[config.mk]
export PLATFORM = sky130hd
export DESIGN_NAME = rcr_regs
export DESIGN_NICKNAME = d
export VERILOG_FILES = /design/src/rcr_pkg.sv /design/src/rcr_sync.sv /design/src/rcr_crc8.sv /design/src/rcr_regs.sv
export SDC_FILE = /design/constraint.sdc
export NUM_CORES = 1
export LEC_CHECK = 0
export BUFFER_PORTS_ARGS = -buffer_cell sky130_fd_sc_hd__buf_2
export CAP_MARGIN = 20
export CORE_MARGIN = 5
export CORE_UTILIZATION = 62
export DETAILED_ROUTE_END_ITERATION = 8
export GPL_ROUTABILITY_DRIVEN = 1
export PLACE_DENSITY = 0.87
export SYNTH_ARGS = -nofsm -noshare
export SYNTH_HDL_FRONTEND = slang
export SYNTH_SLANG_ARGS = --single-unit
[constraint.sdc]
create_clock -name ref_clk_i -period 3.3 [get_ports ref_clk_i]
set_input_delay 0.495 -clock ref_clk_i [delete_from_list [all_inputs] [get_ports ref_clk_i]]
set_output_delay 0.495 -clock ref_clk_i [all_outputs]
set_load 0.005 [all_outputs]
[src/rcr_pkg.sv]
// constants, register map and state codes of the repeater register bank
package rcr_pkg;
   localparam int BYTE_W = 8;
   localparam int PIN_W  = 9;
   // register offsets
   localparam logic [7:0] REG_STRAP_LOAD   = 8'h00;
   localparam logic [7:0] REG_IDLE_LOSS    = 8'h01;
   localparam logic [7:0] REG_LOSS_OVR_PD  = 8'h02;
   localparam logic [7:0] REG_MODE_TXOFF   = 8'h04;
   localparam logic [7:0] REG_SLAVE_CRC_LO = 8'h05;
   localparam logic [7:0] REG_CRC_CTRL     = 8'h06;
   // reset values
   localparam logic [7:0] RST_STRAP_LOAD   = 8'h00;
   localparam logic [7:0] RST_IDLE_LOSS    = 8'h00;
   localparam logic [7:0] RST_LOSS_OVR_PD  = 8'h00;
   localparam logic [7:0] RST_MODE_TXOFF   = 8'h00;
   localparam logic [7:0] RST_SLAVE_CRC_LO = 8'h00;
   localparam logic [7:0] RST_CRC_CTRL     = 8'h10;
   // field positions
   localparam int ID_SPARE_BIT = 7;
   localparam int STRAP_LSB    = 3;
   localparam int LOADING_BIT  = 2;
   localparam int TALK_A_BIT   = 7;
   localparam int TALK_B_BIT   = 6;
   localparam int LOS_SEL_BIT  = 2;
   localparam int LOS_OVR_BIT  = 5;
   localparam int LOS_VAL_BIT  = 4;
   localparam int TX_OVR_BIT   = 5;
   localparam int TX_A_BIT     = 4;
   localparam int TX_B_BIT     = 3;
   localparam int CRC_OFF_BIT  = 3;
   localparam int CRC_TRIG_BIT = 0;
   // serial address upper bits, low four come from the straps
   localparam logic [2:0] SMB_ADDR_HI = 3'h5;
   localparam logic [7:0] CRC_POLY    = 8'h07;
   // edges after reset release before the synchronised straps are valid
   localparam logic [1:0] STRAP_CAPT  = 2'h2;
   localparam logic [2:0] LAST_BIT    = 3'h7;
   typedef enum logic [8:0] {
      ST_IDLE  = 9'h001,
      ST_ADDR  = 9'h002,
      ST_AACK  = 9'h004,
      ST_PTR   = 9'h008,
      ST_PACK  = 9'h010,
      ST_WDATA = 9'h020,
      ST_WACK  = 9'h040,
      ST_RDATA = 9'h080,
      ST_RACK  = 9'h100
   } rcr_state_e;
endpackage

[src/rcr_sync.sv]
// two-stage synchroniser for asynchronous pins
`timescale 1ns/10ps
module rcr_sync #(
   parameter int W = 1
) (
   input  wire logic         clk_i,
   input  wire logic         reset_n_i,
   input  wire logic [W-1:0] d_i,
   output logic      [W-1:0] q_o
);
   logic [W-1:0] meta_q;
   logic [W-1:0] sync_q;
   always_ff @(posedge clk_i or negedge reset_n_i) begin
      if (!reset_n_i) begin
         meta_q <= '0;
         sync_q <= '0;
      end else begin
         meta_q <= d_i;
         sync_q <= meta_q;
      end
   end
   assign q_o = sync_q;
endmodule

[src/rcr_crc8.sv]
// crc-8 over the three data-path control bytes
`timescale 1ns/10ps
module rcr_crc8 #(
   parameter logic [7:0] POLY = rcr_pkg::CRC_POLY
) (
   input  wire logic [rcr_pkg::BYTE_W-1:0] b0_i,
   input  wire logic [rcr_pkg::BYTE_W-1:0] b1_i,
   input  wire logic [rcr_pkg::BYTE_W-1:0] b2_i,
   output logic      [rcr_pkg::BYTE_W-1:0] crc_o
);
   import rcr_pkg::*;
   function automatic logic [7:0] crc_byte(input logic [7:0] c,
                                           input logic [7:0] b);
      logic [7:0] r;
      r = c ^ b;
      for (int i = 0; i < 8; i++) begin
         r = r[7] ? ((r << 1) ^ POLY) : (r << 1);
      end
      return r;
   endfunction
   assign crc_o = crc_byte(crc_byte(crc_byte(8'h00, b0_i), b1_i), b2_i);
endmodule

[src/rcr_regs.sv]
// serial-managed control and status register bank of a two-channel repeater
`timescale 1ns/10ps
// Notes on behaviour
// - id register bits 6:3 are read-only and show the sampled straps
// - id register bit 2 reads 1 while eeprom load runs, 0 when done
// - register 0x01 bit 7 turns on continuous talk for the first channel
// - register 0x01 bit 6 turns on continuous talk for second channel
// - register 0x01 bit 2 picks loss monitor source: 1 second, 0 first
// - 0x02 bit 5 set: loss output follows bit 4 (0 flags loss)
// - 0x04 bit 5 set: bits 4 and 3 give per-channel transmit off
// - 0x04 bit 5 clear: both transmitters follow the transmit off pin
// - with crc checking on and eeprom load done, writes reach data path only after matching crc
module rcr_regs #(
   parameter logic [2:0] ADDR_HI = rcr_pkg::SMB_ADDR_HI
) (
   input  wire logic                       ref_clk_i,
   input  wire logic                       reset_n_i,
   input  wire logic [3:0]                 strap_addr_i,
   input  wire logic                       scl_i,
   input  wire logic                       sda_i,
   output logic                            sda_o,
   output logic                            sda_oe_n_o,
   input  wire logic                       ee_wr_i,
   input  wire logic [rcr_pkg::BYTE_W-1:0] ee_addr_i,
   input  wire logic [rcr_pkg::BYTE_W-1:0] ee_data_i,
   input  wire logic                       ee_done_i,
   input  wire logic                       signal_loss_first_i,
   input  wire logic                       signal_loss_second_i,
   input  wire logic                       transmit_off_pin_i,
   output logic                            cont_talk_first_o,
   output logic                            cont_talk_second_o,
   output logic                            signal_loss_o,
   output logic                            transmit_off_first_o,
   output logic                            transmit_off_second_o
);
   import rcr_pkg::*;

   logic [PIN_W-1:0] pins_s;
   rcr_sync #(.W(PIN_W)) u_sync (
      .clk_i     (ref_clk_i),
      .reset_n_i (reset_n_i),
      .d_i       ({strap_addr_i, scl_i, sda_i, signal_loss_first_i,
                   signal_loss_second_i, transmit_off_pin_i}),
      .q_o       (pins_s)
   );
   wire [3:0] strap_w = pins_s[8:5];
   wire       scl_w   = pins_s[4];
   wire       sda_w   = pins_s[3];
   wire       los1_w  = pins_s[2];
   wire       los2_w  = pins_s[1];
   wire       txpin_w = pins_s[0];

   // previous bus levels for edge and start/stop detection
   logic scl_p_q;
   logic sda_p_q;
   wire rise_w  = scl_w & ~scl_p_q;
   wire fall_w  = ~scl_w & scl_p_q;
   wire start_w = scl_w & scl_p_q & sda_p_q & ~sda_w;
   wire stop_w  = scl_w & scl_p_q & ~sda_p_q & sda_w;

   // strap capture, waits for the synchroniser to fill after reset
   logic [1:0] strap_cnt_q;
   logic [3:0] strap_q;
   logic       loading_q;

   // software-visible registers
   logic       id7_q;
   logic [7:0] r01_q;
   logic [7:0] r02_q;
   logic [7:0] r04_q;
   logic [7:0] r05_q;
   logic [7:0] r06_q;
   logic       trig_q;
   // copies that actually steer the data path
   logic [7:0] a01_q;
   logic [7:0] a02_q;
   logic [7:0] a04_q;

   // serial target engine
   rcr_state_e st_q;
   logic [2:0] bit_q;
   logic [7:0] sh_q;
   logic       rw_q;
   logic       ack_on_q;
   logic [7:0] ptr_q;
   logic       sda_oe_n_q;
   logic       smb_wr_q;
   logic [7:0] smb_wadr_q;
   logic [7:0] smb_wdat_q;

   logic cont_talk_first_q;
   logic cont_talk_second_q;
   logic signal_loss_q;
   logic tx_first_q;
   logic tx_second_q;

   function automatic logic hit(input logic [7:0] a, input logic [7:0] r);
      return a == r;
   endfunction

   // read view; unmapped offsets read zero
   wire [7:0] id_rd_w = {id7_q, strap_q, loading_q, 2'b00};
   wire [7:0] rd_w =
      hit(ptr_q, REG_STRAP_LOAD)   ? id_rd_w :
      hit(ptr_q, REG_IDLE_LOSS)    ? r01_q :
      hit(ptr_q, REG_LOSS_OVR_PD)  ? r02_q :
      hit(ptr_q, REG_MODE_TXOFF)   ? r04_q :
      hit(ptr_q, REG_SLAVE_CRC_LO) ? r05_q :
      hit(ptr_q, REG_CRC_CTRL)     ? r06_q : 8'h00;

   // eeprom preload takes the write port over the serial host
   wire       wr_en_w  = ee_wr_i | smb_wr_q;
   wire [7:0] wr_adr_w = ee_wr_i ? ee_addr_i : smb_wadr_q;
   wire [7:0] wr_dat_w = ee_wr_i ? ee_data_i : smb_wdat_q;
   wire wr00_w = wr_en_w & hit(wr_adr_w, REG_STRAP_LOAD);
   wire wr01_w = wr_en_w & hit(wr_adr_w, REG_IDLE_LOSS);
   wire wr02_w = wr_en_w & hit(wr_adr_w, REG_LOSS_OVR_PD);
   wire wr04_w = wr_en_w & hit(wr_adr_w, REG_MODE_TXOFF);
   wire wr05_w = wr_en_w & hit(wr_adr_w, REG_SLAVE_CRC_LO);
   wire wr06_w = wr_en_w & hit(wr_adr_w, REG_CRC_CTRL);

   logic [7:0] crc_w;
   rcr_crc8 #(.POLY(CRC_POLY)) u_crc (
      .b0_i  (r01_q),
      .b1_i  (r02_q),
      .b2_i  (r04_q),
      .crc_o (crc_w)
   );
   wire crc_off_w = r06_q[CRC_OFF_BIT];
   wire crc_ok_w  = trig_q & (crc_w == r05_q);
   wire commit_w  = crc_off_w | loading_q | crc_ok_w;

   wire addr_ok_w = (sh_q[6:0] == {ADDR_HI, strap_q});
   wire los_sel_w = a01_q[LOS_SEL_BIT] ? los2_w : los1_w;

   always_ff @(posedge ref_clk_i or negedge reset_n_i) begin
      if (!reset_n_i) begin
         scl_p_q     <= 1'b1;
         sda_p_q     <= 1'b1;
         strap_cnt_q <= 2'h0;
         strap_q     <= 4'h0;
         loading_q   <= 1'b1;
      end else begin
         scl_p_q <= scl_w;
         sda_p_q <= sda_w;
         if (strap_cnt_q != STRAP_CAPT + 2'h1) begin
            strap_cnt_q <= strap_cnt_q + 2'h1;
         end
         if (strap_cnt_q == STRAP_CAPT) begin
            strap_q <= strap_w;
         end
         if (ee_done_i) begin
            loading_q <= 1'b0;
         end
      end
   end

   always_ff @(posedge ref_clk_i or negedge reset_n_i) begin
      if (!reset_n_i) begin
         id7_q  <= RST_STRAP_LOAD[ID_SPARE_BIT];
         r01_q  <= RST_IDLE_LOSS;
         r02_q  <= RST_LOSS_OVR_PD;
         r04_q  <= RST_MODE_TXOFF;
         r05_q  <= RST_SLAVE_CRC_LO;
         r06_q  <= RST_CRC_CTRL;
         trig_q <= 1'b0;
      end else begin
         if (wr00_w) id7_q <= wr_dat_w[ID_SPARE_BIT];
         if (wr01_w) r01_q <= wr_dat_w;
         if (wr02_w) r02_q <= wr_dat_w;
         if (wr04_w) r04_q <= wr_dat_w;
         if (wr05_w) r05_q <= wr_dat_w;
         // trigger bit clears itself and is seen as a one-cycle pulse
         if (wr06_w) r06_q <= {wr_dat_w[7:1], 1'b0};
         trig_q <= wr06_w & wr_dat_w[CRC_TRIG_BIT];
      end
   end

   always_ff @(posedge ref_clk_i or negedge reset_n_i) begin
      if (!reset_n_i) begin
         a01_q <= RST_IDLE_LOSS;
         a02_q <= RST_LOSS_OVR_PD;
         a04_q <= RST_MODE_TXOFF;
      end else if (commit_w) begin
         a01_q <= r01_q;
         a02_q <= r02_q;
         a04_q <= r04_q;
      end
   end

   always_ff @(posedge ref_clk_i or negedge reset_n_i) begin
      if (!reset_n_i) begin
         cont_talk_first_q  <= 1'b0;
         cont_talk_second_q <= 1'b0;
         signal_loss_q      <= 1'b0;
         tx_first_q         <= 1'b0;
         tx_second_q        <= 1'b0;
      end else begin
         cont_talk_first_q  <= a01_q[TALK_A_BIT];
         cont_talk_second_q <= a01_q[TALK_B_BIT];
         signal_loss_q <= a02_q[LOS_OVR_BIT] ? ~a02_q[LOS_VAL_BIT]
                                             : los_sel_w;
         tx_first_q  <= a04_q[TX_OVR_BIT] ? a04_q[TX_A_BIT]
                                          : txpin_w;
         tx_second_q <= a04_q[TX_OVR_BIT] ? a04_q[TX_B_BIT]
                                          : txpin_w;
      end
   end

   // bits are sampled on scl rise and driven after scl fall
   always_ff @(posedge ref_clk_i or negedge reset_n_i) begin
      if (!reset_n_i) begin
         st_q       <= ST_IDLE;
         bit_q      <= 3'h0;
         sh_q       <= 8'h00;
         rw_q       <= 1'b0;
         ack_on_q   <= 1'b0;
         ptr_q      <= 8'h00;
         sda_oe_n_q <= 1'b1;
         smb_wr_q   <= 1'b0;
         smb_wadr_q <= 8'h00;
         smb_wdat_q <= 8'h00;
      end else begin
         smb_wr_q <= 1'b0;
         if (start_w) begin
            st_q       <= ST_ADDR;
            bit_q      <= 3'h0;
            ack_on_q   <= 1'b0;
            sda_oe_n_q <= 1'b1;
         end else if (stop_w) begin
            st_q       <= ST_IDLE;
            sda_oe_n_q <= 1'b1;
         end else begin
            case (st_q)
               ST_ADDR, ST_PTR, ST_WDATA: if (rise_w) begin
                  sh_q  <= {sh_q[6:0], sda_w};
                  bit_q <= bit_q + 3'h1;
                  if (bit_q == LAST_BIT) begin
                     if (st_q == ST_ADDR) begin
                        rw_q <= sda_w;
                        st_q <= addr_ok_w ? ST_AACK : ST_IDLE;
                     end else if (st_q == ST_PTR) begin
                        ptr_q <= {sh_q[6:0], sda_w};
                        st_q  <= ST_PACK;
                     end else begin
                        smb_wr_q   <= 1'b1;
                        smb_wadr_q <= ptr_q;
                        smb_wdat_q <= {sh_q[6:0], sda_w};
                        ptr_q      <= ptr_q + 8'h01;
                        st_q       <= ST_WACK;
                     end
                  end
               end
               ST_AACK, ST_PACK, ST_WACK: if (fall_w) begin
                  ack_on_q   <= ~ack_on_q;
                  sda_oe_n_q <= ack_on_q;
                  bit_q      <= 3'h0;
                  if (ack_on_q) begin
                     if (st_q == ST_AACK && rw_q) begin
                        sh_q       <= rd_w;
                        sda_oe_n_q <= rd_w[7];
                        st_q       <= ST_RDATA;
                     end else begin
                        st_q <= (st_q == ST_AACK) ? ST_PTR : ST_WDATA;
                     end
                  end
               end
               ST_RDATA: if (fall_w) begin
                  if (bit_q == LAST_BIT) begin
                     sda_oe_n_q <= 1'b1;
                     st_q       <= ST_RACK;
                  end else begin
                     sh_q       <= {sh_q[6:0], 1'b0};
                     sda_oe_n_q <= sh_q[6];
                     bit_q      <= bit_q + 3'h1;
                  end
               end
               ST_RACK: if (rise_w) begin
                  // a not-acknowledge ends the read burst
                  if (sda_w) st_q <= ST_IDLE;
                  else ptr_q <= ptr_q + 8'h01;
               end else if (fall_w) begin
                  sh_q       <= rd_w;
                  sda_oe_n_q <= rd_w[7];
                  bit_q      <= 3'h0;
                  st_q       <= ST_RDATA;
               end
               default: st_q <= ST_IDLE;
            endcase
         end
      end
   end

   // open-drain: only ever pulls low
   assign sda_o                 = 1'b0;
   assign sda_oe_n_o            = sda_oe_n_q;
   assign cont_talk_first_o     = cont_talk_first_q;
   assign cont_talk_second_o    = cont_talk_second_q;
   assign signal_loss_o         = signal_loss_q;
   assign transmit_off_first_o  = tx_first_q;
   assign transmit_off_second_o = tx_second_q;
endmodule

# [Word-level counts from Yosys, hierarchy flattened]
# Index checks and enable logic that the tools add are counted.
[word_totals] ff_bits=140 out_inout_bits=7 wordCells=256
[op_classes] addsub=3 n_eq_ne=50 n_mux=98 bitwise_logic=54 reduce_logical=19
[op_table] operator="2-to-1 mux 8 bit" count=15
[op_table] operator="2-to-1 mux 9 bit" count=11
[op_table] operator="2-to-1 mux 3 bit" count=32
[op_table] operator="NOT 3 bit" count=24
[op_table] operator="2-to-1 mux 7 bit" count=10
[op_table] operator="== test 8 x 3 -> 1 bit, second input constant" count=6
[op_table] operator="case mux 9 bit (4 select lines)" count=1
[op_table] operator="inequality test 4 bit, second input constant" count=8
[op_table] operator="inequality test 2 bit, second input constant" count=14
[op_table] operator="case mux 7 bit (4 select lines)" count=1
[op_table] operator="2-to-1 mux 1 bit" count=24
[op_table] operator="== test 8 x 1 -> 1 bit, second input constant" count=2
[op_table] operator="== test 8 x 2 -> 1 bit, second input constant" count=2
[op_table] operator="zero test 8 bit" count=2
[op_table] operator="case mux 8 bit (2 select lines)" count=1
[op_table] operator="AND reduction 8 bit" count=2
[op_table] operator="bitwise XOR 8 bit" count=2
[op_table] operator="AND 1 bit" count=15
[op_table] operator="inequality test 3 bit, second input constant" count=4
[op_table] operator="case mux 3 bit (4 select lines)" count=1
[op_table] operator="AND reduction 6 bit" count=2
[op_table] operator="AND reduction 11 bit" count=1
[op_table] operator="NOT 1 bit" count=10
[op_table] operator="nonzero test 5 bit" count=2
[op_table] operator="other kinds (27)" count=32

# [Longest topological paths before layout]
# Gate-level depths: netlist (run 1).
[logic_depth] word_depth=53 mapped_depth=10 ltp_nobuf=9

# [Modules after synthesis]
# From an unflattened synthesis (run 1), not the netlist that was laid out.
[unflattened] hier_cells=634 area_unflattened_um2=6824.0
[modules_own_cells] mod="rcr_regs" instances=1 cells_each=565 area_each_um2=5748.0 seq_area_each_um2=2760.1
[modules_own_cells] mod="rcr_crc8" instances=1 cells_each=51 area_each_um2=625.6 seq_area_each_um2=0.0
[modules_own_cells] mod="rcr_sync" instances=1 cells_each=18 area_each_um2=450.4 seq_area_each_um2=450.4

# [Worst setup path after synthesis (run 1)]
# Ideal clock, no wire load.
[synth_path] path_kind="register to register" start="register r01_q[4]" end="register a01_q[2]" setup_time_ns=0.129 arrival_ns=2.513 setup_slack_ns=0.657 path_stages_with_launch=8 path_buffers=0 synth_period_minus_slack_ns=2.643 path_cell_list="dfrtp_1 xnor3_2 xnor3_1 xor3_1 or3_4 a211o_1 o21ai_0 nand3_1"
[synth_between] elab_chain_cells=20
[synth_rtl] element="start: declaration" line="rcr_regs.sv:68" text="logic [7:0] r01_q;"
[synth_rtl] element="start signal: assignment" line="rcr_regs.sv:169" text="if (wr01_w) r01_q <= wr_dat_w;"
[synth_rtl] element="2-to-1 mux 3 bit *" line="rcr_crc8.sv:17" text="r = r[7] ? ((r << 1) ^ POLY) : (r << 1);"
[synth_rtl] element="NOT 3 bit (no source line)"
[synth_rtl] element="2-to-1 mux 3 bit" line="rcr_crc8.sv:17"
[synth_rtl] element="NOT 3 bit (no source line)"
[synth_rtl] element="2-to-1 mux 3 bit" line="rcr_crc8.sv:17"
[synth_rtl] element="bitwise XOR 8 bit *" line="rcr_crc8.sv:15" text="r = c ^ b;"
[synth_rtl] element="2-to-1 mux 3 bit" line="rcr_crc8.sv:17"
[synth_rtl] element="NOT 3 bit (no source line)"
[synth_rtl] element="(+4 left out)"
[synth_rtl] element="2-to-1 mux 3 bit" line="rcr_crc8.sv:17"
[synth_rtl] element="NOT 3 bit (no source line)"
[synth_rtl] element="2-to-1 mux 3 bit" line="rcr_crc8.sv:17"
[synth_rtl] element="NOT 3 bit (no source line)"
[synth_rtl] element="2-to-1 mux 3 bit" line="rcr_crc8.sv:17"
[synth_rtl] element="== test 8 bit *" line="rcr_regs.sv:130" text="wire crc_ok_w = trig_q & (crc_w == r05_q);"
[synth_rtl] element="AND 1 bit *" line="rcr_regs.sv:130"
[synth_rtl] element="bitwise OR 1 bit *" line="rcr_regs.sv:131" text="wire commit_w = crc_off_w | loading_q | crc_ok_w;"
[synth_rtl] element="end signal: assignment" line="rcr_regs.sv:185" text="a01_q <= r01_q;"
[synth_rtl] element="end: declaration" line="rcr_regs.sv:75" text="logic [7:0] a01_q;"
# Every way passes the cells marked *; elsewhere a longest branch is shown, timed or not.
# A chain may end at the register's enable or synchronous reset.

# [Final worst setup path (run 1)]
[layout_path] start="register r01_q[1]" end="register a02_q[5]"
[layout_between] elab_chain_cells=20
[layout_rtl] element="NOT 3 bit (no source line)"
[layout_rtl] element="2-to-1 mux 3 bit * (2 in series)" line="rcr_crc8.sv:17"
[layout_rtl] element="NOT 3 bit (no source line)"
[layout_rtl] element="2-to-1 mux 3 bit" line="rcr_crc8.sv:17"
[layout_rtl] element="bitwise XOR 8 bit *" line="rcr_crc8.sv:15"
[layout_rtl] element="NOT 3 bit (no source line) or 2-to-1 mux 3 bit (tied branches)"
[layout_rtl] element="2-to-1 mux 3 bit or NOT 3 bit (tied branches)"
[layout_rtl] element="2-to-1 mux 3 bit" line="rcr_crc8.sv:17"
[layout_rtl] element="(+3 left out)"
[layout_rtl] element="NOT 3 bit (no source line) or 2-to-1 mux 3 bit (tied branches)"
[layout_rtl] element="2-to-1 mux 3 bit or NOT 3 bit (tied branches)"
[layout_rtl] element="2-to-1 mux 3 bit" line="rcr_crc8.sv:17"
[layout_rtl] element="NOT 3 bit (no source line)"
[layout_rtl] element="2-to-1 mux 3 bit" line="rcr_crc8.sv:17"
[layout_rtl] element="== test 8 bit *" line="rcr_regs.sv:130"
[layout_rtl] element="AND 1 bit *" line="rcr_regs.sv:130"
[layout_rtl] element="bitwise OR 1 bit *" line="rcr_regs.sv:131"
[layout_rtl] element="end signal: assignment" line="rcr_regs.sv:186" text="a02_q <= r02_q;"
[layout_rtl] element="end: declaration" line="rcr_regs.sv:76" text="logic [7:0] a02_q;"
# Marked as above.

==> impl_results.md, run 1 <==
* CP top delay family: XOR/XNOR gates
* DRT Pass-1 Iters at 5
* Critical path startpoint: r01_q[1]
* Post-CTS Resized at 0
* WL per Instance at 19.21 um
* # DRC at 0
* WP data required at 3.59 ns
* Yosys top cell by area: dfrtp_1
* Slew Viols, Final at 0
* Slew Limit Headroom at 0.3502
* Final cell count without fillers at 900
* Routed WL at 17.29 mm
* Most used cell, CP: xnor3_1
* Most frequent cells in the layout: 122 x dfrtp_1, 88 x a21oi_1, 68 x nor2_1
* RSZ-0062 raised after global routing: no
* Ant diodes at 0
* EDFF count, synth at 0
* Reg-to-Reg End: a02_q[5]
* RR Startpoint: r01_q[1]
* Dpl hpwl at 11.89 mm
* Fill cells at 832
* Final GP Congestion at 0.9518
* Tot Pwr at 0.004751 W
* Syn Area/Cell at 9.915 sq um
* Cell variety after synth at 65
* Leakage at 3.544 nW
* DR vias at 5,749
* Longest Clk Path Bufs at 2
* Worst VDD drop at 536.3 uV
* Top area cells in the synthesized netlist: dfrtp_1 43%, a21oi_1 6.2%, mux2_2 5.1%, nor2_1 3.6%, xnor3_1 3.5%
* Met1 Usage GRT at 0.3413
* Clk sinks at 128
* Outcome: finished, final reports clean
* Die area at 13,710 sq um
* Worst hold slack at 0.09888 ns
* Post-synth design cell area at 7109 sq um
* FF+latch area at 3211 sq um
* DRT antenna net count at 0
* Worst path arrival time at 3.26 ns
* Layout cells sized above 1 at 0.1757
* Final Hold Viols at 0
* TritonCTS Buffers at 17
* Met3 Usage GRT at 0.07558
* Fmax at 336.4 MHz
* GR Overflow Total at 0
* Die W at 117.1 um
* Max Clock Skew at 0.006856 ns
* TritonCTS clock tree: done
* Post-route setup TNS at 0 ns
* Final setup viols at 0
* Clk slew on worst S/H paths at 0.06 ns
* Nets at 784
* Flop-to-flop setup slack at 0.33 ns
* Final period utilization at 0.9009
* # rows at 39
* Post-synth ARST share at 1.000
* Area added between synthesis and finish at 12.74%
* 1st-iter DRT viols at 557
* Yosys warnings at 0
* WP depth at 6
* Largest stage delay on the critical path at 0.67 ns
* CP max FO at 8
* Worst Tran Pin Value at 0.9702 ns
* CP Launch Type: flop
* Die H at 117.1 um
* H-tree levels at 4
* Seq/Total Area, Yosys at 0.4516
* CP Capture Type: flop
* Antenna violations before repair at 0
* CP endpoint: a02_q[5]
* Vias in the first global route at 5,716
* Post-CTS Setup Bufs at 0
* CP cell instances: xnor3_1, xnor2_2, xnor3_1, or4_1, a32oi_1, nand3_1
* Global-route wire length before repair at 28.66 mm
* Synth top area share at 0.4294
* Commonest non-fill, non-tap cell in the layout: dfrtp_1
* Critical path's slowest cell: or4_1
* Worst Hold Class: in2async
* Starting Density at 0.6280
* Yosys reg bits at 128
* Multi-input logic area at 3656 sq um
* Io pins at 36
* DR vias/cell at 6.388
* MaxCap Viol Count at 0
* Pin count of the biggest net entering global routing at 80
* Hold Buf Count CTS at 0
* Dpl cells at 868
* Global route hottest layer: met2
* Placeable Area at 11,320 sq um
* Port buffer count at 34
* Net Count, Synth at 757
* Global Route met2 Usage at 0.4471
* Top_reg_cell synth: dfrtp_1
* Reg2Reg Depth at 6
* Mapped Cells at 717
* Clock root buffer: clkbuf_16
* Worst Setup Path Type: reg2reg
* Power Density at 592.7 nW/um^2
* Clk_lat worst skew at 0.42 ns
* Tmin final at 2.973 ns
* Buf+Inv Stages, Crit Path at 0
* Gr usage total at 0.2716
Yosys cell counts, types with 4 or more instances:
library cell	n
xor2_1	11
nand2_1	46
xor3_1	4
dfstp_2	6
nor4_1	6
clkbuf_1	28
nor2_1	68
o21ai_1	10
nor3b_1	5
nor3_1	13
and3_1	5
nand2b_1	9
buf_2	7
ha_1	11
nand3_1	17
inv_1	21
o2111ai_1	9
mux2i_1	14
o21ai_0	38
a32oi_1	8
mux2_2	32
nor2b_1	8
o211ai_1	4
xnor2_1	24
and2_1	11
buf_1	4
a31oi_1	10
dfrtp_1	122
or4_1	4
a21oi_1	88
xnor3_1	11
nand3b_1	8
o22ai_1	8
state kept, by name, summed over array words and instances, names as in the netlist, 8 cells and up:
name	count
ptr_q	8
r01_q	8
r02_q	8
r04_q	8
r05_q	8
smb_wadr_q	8
smb_wdat_q	8
st_q	9
u_sync.meta_q	9
u_sync.q_o	9
kinds of logic (layout without fill, tap and decap cells):
kind of cell	after synthesis	after routing	share of synthesized area
other	1	1	0.0005275
XOR/XNOR	54	54	0.1015
buffers and inverters	62	102	0.03502
AND/OR/NAND/NOR	215	215	0.1526
AO/OA/AOI/OAI	199	199	0.1674
adder cells (fa/ha/maj)	11	11	0.01936
multiplexers	47	47	0.07198
flip-flops	128	128	0.4516
worst min path at each step:
| stage | start | end | slack (ns) | cells past startpoint |
|---|---|---|---|---|
| floorplan | reset_n_i | a01_q[2] | 0.20 | 0 |
| global placement | u_sync.meta_q[0] | u_sync.q_o[0] | 0.33 | 0 |
| detailed placement | u_sync.meta_q[8] | u_sync.q_o[8] | 0.34 | 0 |
| CTS | reset_n_i | r02_q[5] | 0.11 | 1 |
| global route | reset_n_i | r02_q[5] | 0.13 | 1 |
| finish | reset_n_i | r02_q[5] | 0.1 | 1 |
worst reg2reg max path: cells and delay by family, from the launching register on:
kind            cells  cell delay (ns)
xor+xnor            3             1.27
simple gates        2             0.78
flops               1             0.46
compound gates      1             0.33
metal layers:
layer / share of wire / up-vias / wire [um]
met5: 0 / - / 0
met4: 0.033 / 0 / 567
met3: 0.066 / 62 / 1145
met2: 0.50 / 264 / 8701
met1: 0.40 / 2804 / 6877
li1: - / 2619 / -
through the flow:
stage	instance area (sq um)	utilization	worst slack [ns]
6_report	8015	0.7080	0.3271
5_1_grt	8015	0.7080	0.1903
4_1_cts	8015	0.7080	0.3766
3_5_place_dp	7422	0.6556	0.3892
3_3_place_gp	7422	0.6556	0.4847
2_1_floorplan	7109	-	0.6572
report_power, final:
group / leakage (nW) / switching [W] / internal (W)
clock: 0.274 / 0.000721 / 0.00114
sequential: 1.63 / 0.0000822 / 0.00164
combinational: 1.64 / 0.000603 / 0.000559
area by class of cell:
class	instances	area share
flip-flops and latches	128	0.4006
clock buffers	19	0.05526
repair buffers	49	0.03715
clock inverters	13	0.01873
well taps	143	0.02232
multi-input cells	527	0.4561
inverters	21	0.009835
Power figures use the tool's default switching activity.
==> run 2, diff against run 1 <==
CAP_MARGIN = 10   (was 20)
CORE_MARGIN = 2   (was 5)
==> run 2 against run 1 <==
  * Setup slack better by 0.023 ns
  * Worst hold slack improved by 0.0080 ns
  * Sequential power about the same
  * Register-to-register slack improved by 0.02 ns
  * Clock-buffer cell count unchanged
  * Clock skew is essentially flat
  * Flip-flop and latch count is the same
==> impl_results.md, run 2 (synthesized netlist as in run 1, its figures left out) <==
* Final setup viols at 0
* # rows at 39
* Final GP Congestion at 0.9172
* # DRC at 0
* TritonCTS clock tree: done
* Placeable Area at 11,320 sq um
* CP Launch Type: flop
* Pin count of the biggest net entering global routing at 76
* WP data required at 3.60 ns
* DR vias/cell at 6.222
* DRT Pass-1 Iters at 7
* Clk slew on worst S/H paths at 0.06 ns
* Final cell count without fillers at 902
* Final Hold Viols at 0
* Final instance area at 8033 sq um
* Dpl hpwl at 11.89 mm
* Worst hold slack at 0.1069 ns
* Fmax at 339.0 MHz
* Most frequent cells in the layout: 122 x dfrtp_1, 88 x a21oi_1, 68 x nor2_1
* Antenna violations before repair at 0
* MaxCap Viol Count at 0
* Slew Viols, Final at 0
* Global-route wire length before repair at 28.48 mm
* H-tree levels at 4
* Dpl cells at 870
* TritonCTS Buffers at 17
* Tmin final at 2.950 ns
* Clk sinks at 128
* Vias in the first global route at 5,640
* Die H at 111.1 um
* Layout cells sized above 1 at 0.1779
* Post-CTS Setup Bufs at 0
* Io pins at 36
* Commonest non-fill, non-tap cell in the layout: dfrtp_1
* RSZ-0062 raised after global routing: no
* Ant diodes at 0
* Final WS setup at 0.3500 ns
* Area added between synthesis and finish at 12.99%
* Worst Setup Path Type: reg2reg
* Hold Buf Count CTS at 0
* Max Clock Skew at 0.007234 ns
* Clock root buffer: clkbuf_16
* Gr usage total at 0.2910
* WL per Instance at 18.75 um
* Final period utilization at 0.8939
* Longest Clk Path Bufs at 2
* Outcome: finished, final reports clean
* CP Capture Type: flop
* Die area at 12,340 sq um
* Port buffer count at 34
* Worst Tran Pin Value at 0.9668 ns
* 1st-iter DRT viols at 515
* Starting Density at 0.6280
* DRT antenna net count at 0
* DR vias at 5,612
* Post-CTS Resized at 0
* Nets at 786
* CP max FO at 17
* Routed WL at 16.91 mm
* GR Overflow Total at 0
* Dpl cell area at 7437 sq um
* Leakage at 3.553 nW
* Power Density at 590.8 nW/um^2
* Clk_lat worst skew at 0.42 ns
* Die W at 111.1 um
* Post-Place Setup Slack at 0.3823 ns
* Slew Limit Headroom at 0.3525
* Worst path arrival time at 3.25 ns
* Worst VDD drop at 661.5 uV
* Worst Hold Class: in2async
* Post-route setup TNS at 0 ns
==> run 2: layout make-up <==
cell class,count,area [sq um]
Sequential cell,128,3211
Fill cell,825,3288
Timing Repair Buffer,51,312.8
Tap cell,143,178.9
Clock buffer,19,442.9
Inverter,21,78.83
Multi-Input combinational cell,527,3656
Clock inverter,13,152.6
==> run 2: layer usage <==
| layer | GRT usage | up-vias | part of all wire |
|---|---|---|---|
| met5 | 0 | - | 0 |
| met4 | 0.1350 | 0 | 0.034 |
| met3 | 0.05796 | 51 | 0.069 |
| met2 | 0.4736 | 231 | 0.48 |
| met1 | 0.3790 | 2692 | 0.41 |
| li1 | - | 2638 | - |
==> run 2: worst paths after layout <==
| check | from | end | slack (ns) | cells after the start |
|---|---|---|---|---|
| max in group asynchronous | reset_n_i | st_q[0] | 2.33 | 2 |
| setup / recovery | st_q[6] | ptr_q[0] | 0.35 | 7 |
| hold / removal | reset_n_i | r05_q[1] | 0.11 | 1 |
| hold reg to reg | u_sync.meta_q[6] | u_sync.q_o[6] | 0.35 | 0 |
| setup reg to reg | st_q[6] | ptr_q[0] | 0.35 | 7 |
| min in group ref_clk_i | strap_addr_i[2] | u_sync.meta_q[7] | 0.18 | 1 |
==> run 2: report_power, final <==
group          switching [W]  leakage (nW)  internal [W]
sequential         0.0000785          1.63       0.00164
combinational       0.000599          1.65      0.000561
clock               0.000722         0.275       0.00114
==> run 2: worst max-delay path, cell delays in order (launching register included) <==
cell and delay (ns):
dfrtp_1 0.49, or3_1 0.40, or4_1 0.56, or4_4 0.48
and3_1 0.22, o211ai_2 0.27, nor3_1 0.11, a211o_1 0.30
==> run 2: metrics by stage <==
stage	power (W)	util
floorplan	0.002650	-
CTS	0.004755	0.7095
global placement	0.002848	0.6569
global route	0.004944	0.7095
detailed placement	0.002889	0.6569
finish	0.004745	0.7095
==> run 3, diff against run 2 <==
CORE_UTILIZATION = 30   (was 62)
PLACE_DENSITY = 0.51   (was 0.87)
SLEW_MARGIN = 20   (was not set)
==> run 3 against run 2 <==
  * Critical path depth unchanged
  * Flip-flop and latch count unchanged
  * Non-clock buffer count increased by 7
  * First-iteration DRC count decreased by 26%
  * Clock-buffer cell count decreased by 2
  * Die area increased by 100%
  * Highest routed layer unchanged
==> impl_results.md, run 3 (synthesized netlist as in run 1, its figures left out) <==
* Area added between synthesis and finish at 17.09%
* DR vias at 5,403
* Fmax at 344.7 MHz
* Slew Viols, Final at 0
* Worst Hold Class: in2async
* Worst VDD drop at 243.8 uV
* Post-CTS Resized at 0
* Routed length on met2 at 8.433 mm
* Slew Limit Headroom at 0.4103
* TritonCTS clock tree: done
* Worst Setup Path Type: reg2reg
* WP data required at 3.58 ns
* CP Capture Type: flop
* Hold Buf Count CTS at 0
* Outcome: finished, final reports clean
* DR WL met3 at 649 um
* Clock root buffer: clkbuf_16
* Clk slew on worst S/H paths at 0.06 ns
* Starting Density at 0.3038
* DRT antenna net count at 0
* CP Launch Type: flop
* # rows at 56
* Die H at 157.9 um
* Critical path's slowest cell: or4_1
* Leakage at 3.616 nW
* WL met1 at 9.393 mm
* H-tree levels at 4
* # DRC at 0
* Final GP Congestion at 0.8339
* Final setup viols at 0
* Most frequent cells in the layout: 122 x dfrtp_1, 88 x a21oi_1, 68 x nor2_1
* Max Clock Skew at 0.01684 ns
* Clk sinks at 128
* Routed WL at 18.69 mm
* Dpl hpwl at 13.23 mm
* Post-route setup TNS at 0 ns
* MaxCap Viol Count at 0
* Dpl cell area at 7714 sq um
* Worst hold slack at 0.02994 ns
* RSZ-0062 raised after global routing: no
* DR top layer: met4
* Die W at 157.9 um
* Flop-to-flop setup slack at 0.40 ns
* Io pins at 36
* DRT Pass-1 Iters at 7
* Final WS setup at 0.3987 ns
* Final Hold Viols at 0
* 1st-iter DRT viols at 379
* Ant diodes at 0
* Placeable Area at 23,400 sq um
* Most used cell, CP: xor2_1
* Die area at 24,950 sq um
* Post-CTS Setup Bufs at 0
* Global-route wire length before repair at 30.10 mm
* Longest Clk Path Bufs at 2
* DR vias/cell at 4.980
* CP cell instances: xor2_1, xor3_1, xnor2_1, xor2_1, or4_1, a32oi_1, nand3_1
* Pin count of the biggest net entering global routing at 55
* Final period utilization at 0.8792
* Gr usage total at 0.1587
* TritonCTS Buffers at 17
* Power Density at 589.3 nW/um^2
* CP max FO at 8
* Largest stage delay on the critical path at 0.71 ns
* Worst Tran Pin Value at 0.8600 ns
* WL per Instance at 17.22 um
* Tmin final at 2.901 ns
* Tot Pwr at 0.004906 W
* Vias in the first global route at 5,199
* Port buffer count at 34
* Clk_lat worst skew at 0.42 ns
* Commonest non-fill, non-tap cell in the layout: dfrtp_1
* Layout cells sized above 1 at 0.1867
* Antenna violations before repair at 0
* Post-Place Setup Slack at 0.4177 ns
* GR Overflow Total at 0
* Nets at 793
* Worst path arrival time at 3.18 ns
* Final instance area at 8324 sq um
run 3: changes by cell type in the layout (fill, tap and decap cells not counted):
| cell | change |
|---|---|
| inv_6 | +4 |
| clkbuf_1 | -1 |
| inv_8 | +4 |
| buf_4 | +6 |
| clkinv_4 | -2 |
| clkinvlp_4 | -4 |
| clkbuf_8 | -1 |
| buf_6 | +1 |
run 3: final cells by class:
type | count | area [sq um]
fill | 2413 | 15080
multi-input combinational | 527 | 3656
sequential | 128 | 3211
clock buffer | 17 | 425.4
tap | 319 | 399.1
timing repair buffer | 58 | 369.1
clock inverter | 15 | 185.2
inverter | 21 | 78.83
run 3: metrics by stage:
stage | utilization | std cells
6_report | 0.3557 | 1085
5_1_grt | 0.3557 | 1085
4_1_cts | 0.3557 | 1085
3_5_place_dp | 0.3296 | 1053
3_3_place_gp | 0.3296 | 1053
2_1_floorplan | - | 717
run 3: routing by layer:
metal  vias to the layer above  GRT usage
li1                       2643          -
met1                      2635     0.2331
met2                       115     0.2393
met3                        10    0.03039
met4                         0    0.04118
met5                         -          0
run 3: worst max-delay path: cells and delay by family, from the launching register on:
kind	cells	cell delay, ns
AO/OA/AOI/OAI	1	0.26
flip-flops	1	0.51
XOR/XNOR	4	1.18
AND/OR/NAND/NOR	2	0.81
run 3: worst paths after layout:
kind	startpoint	cells past startpoint	to
hold reg to reg	u_sync.meta_q[6]	0	u_sync.q_o[6]
setup reg to reg	r01_q[6]	7	a04_q[5]
max in group asynchronous	reset_n_i	2	r01_q[1]
setup / recovery	r01_q[6]	7	a04_q[5]
min in group ref_clk_i	scl_i	1	u_sync.meta_q[4]
hold / removal	reset_n_i	1	cont_talk_first_o
run 3: power by group:
group / internal [W] / switching (W)
clock network: 0.00116 / 0.000827
logic: 0.000578 / 0.000627
registers: 0.00164 / 0.0000780
total: 0.00337 / 0.00153
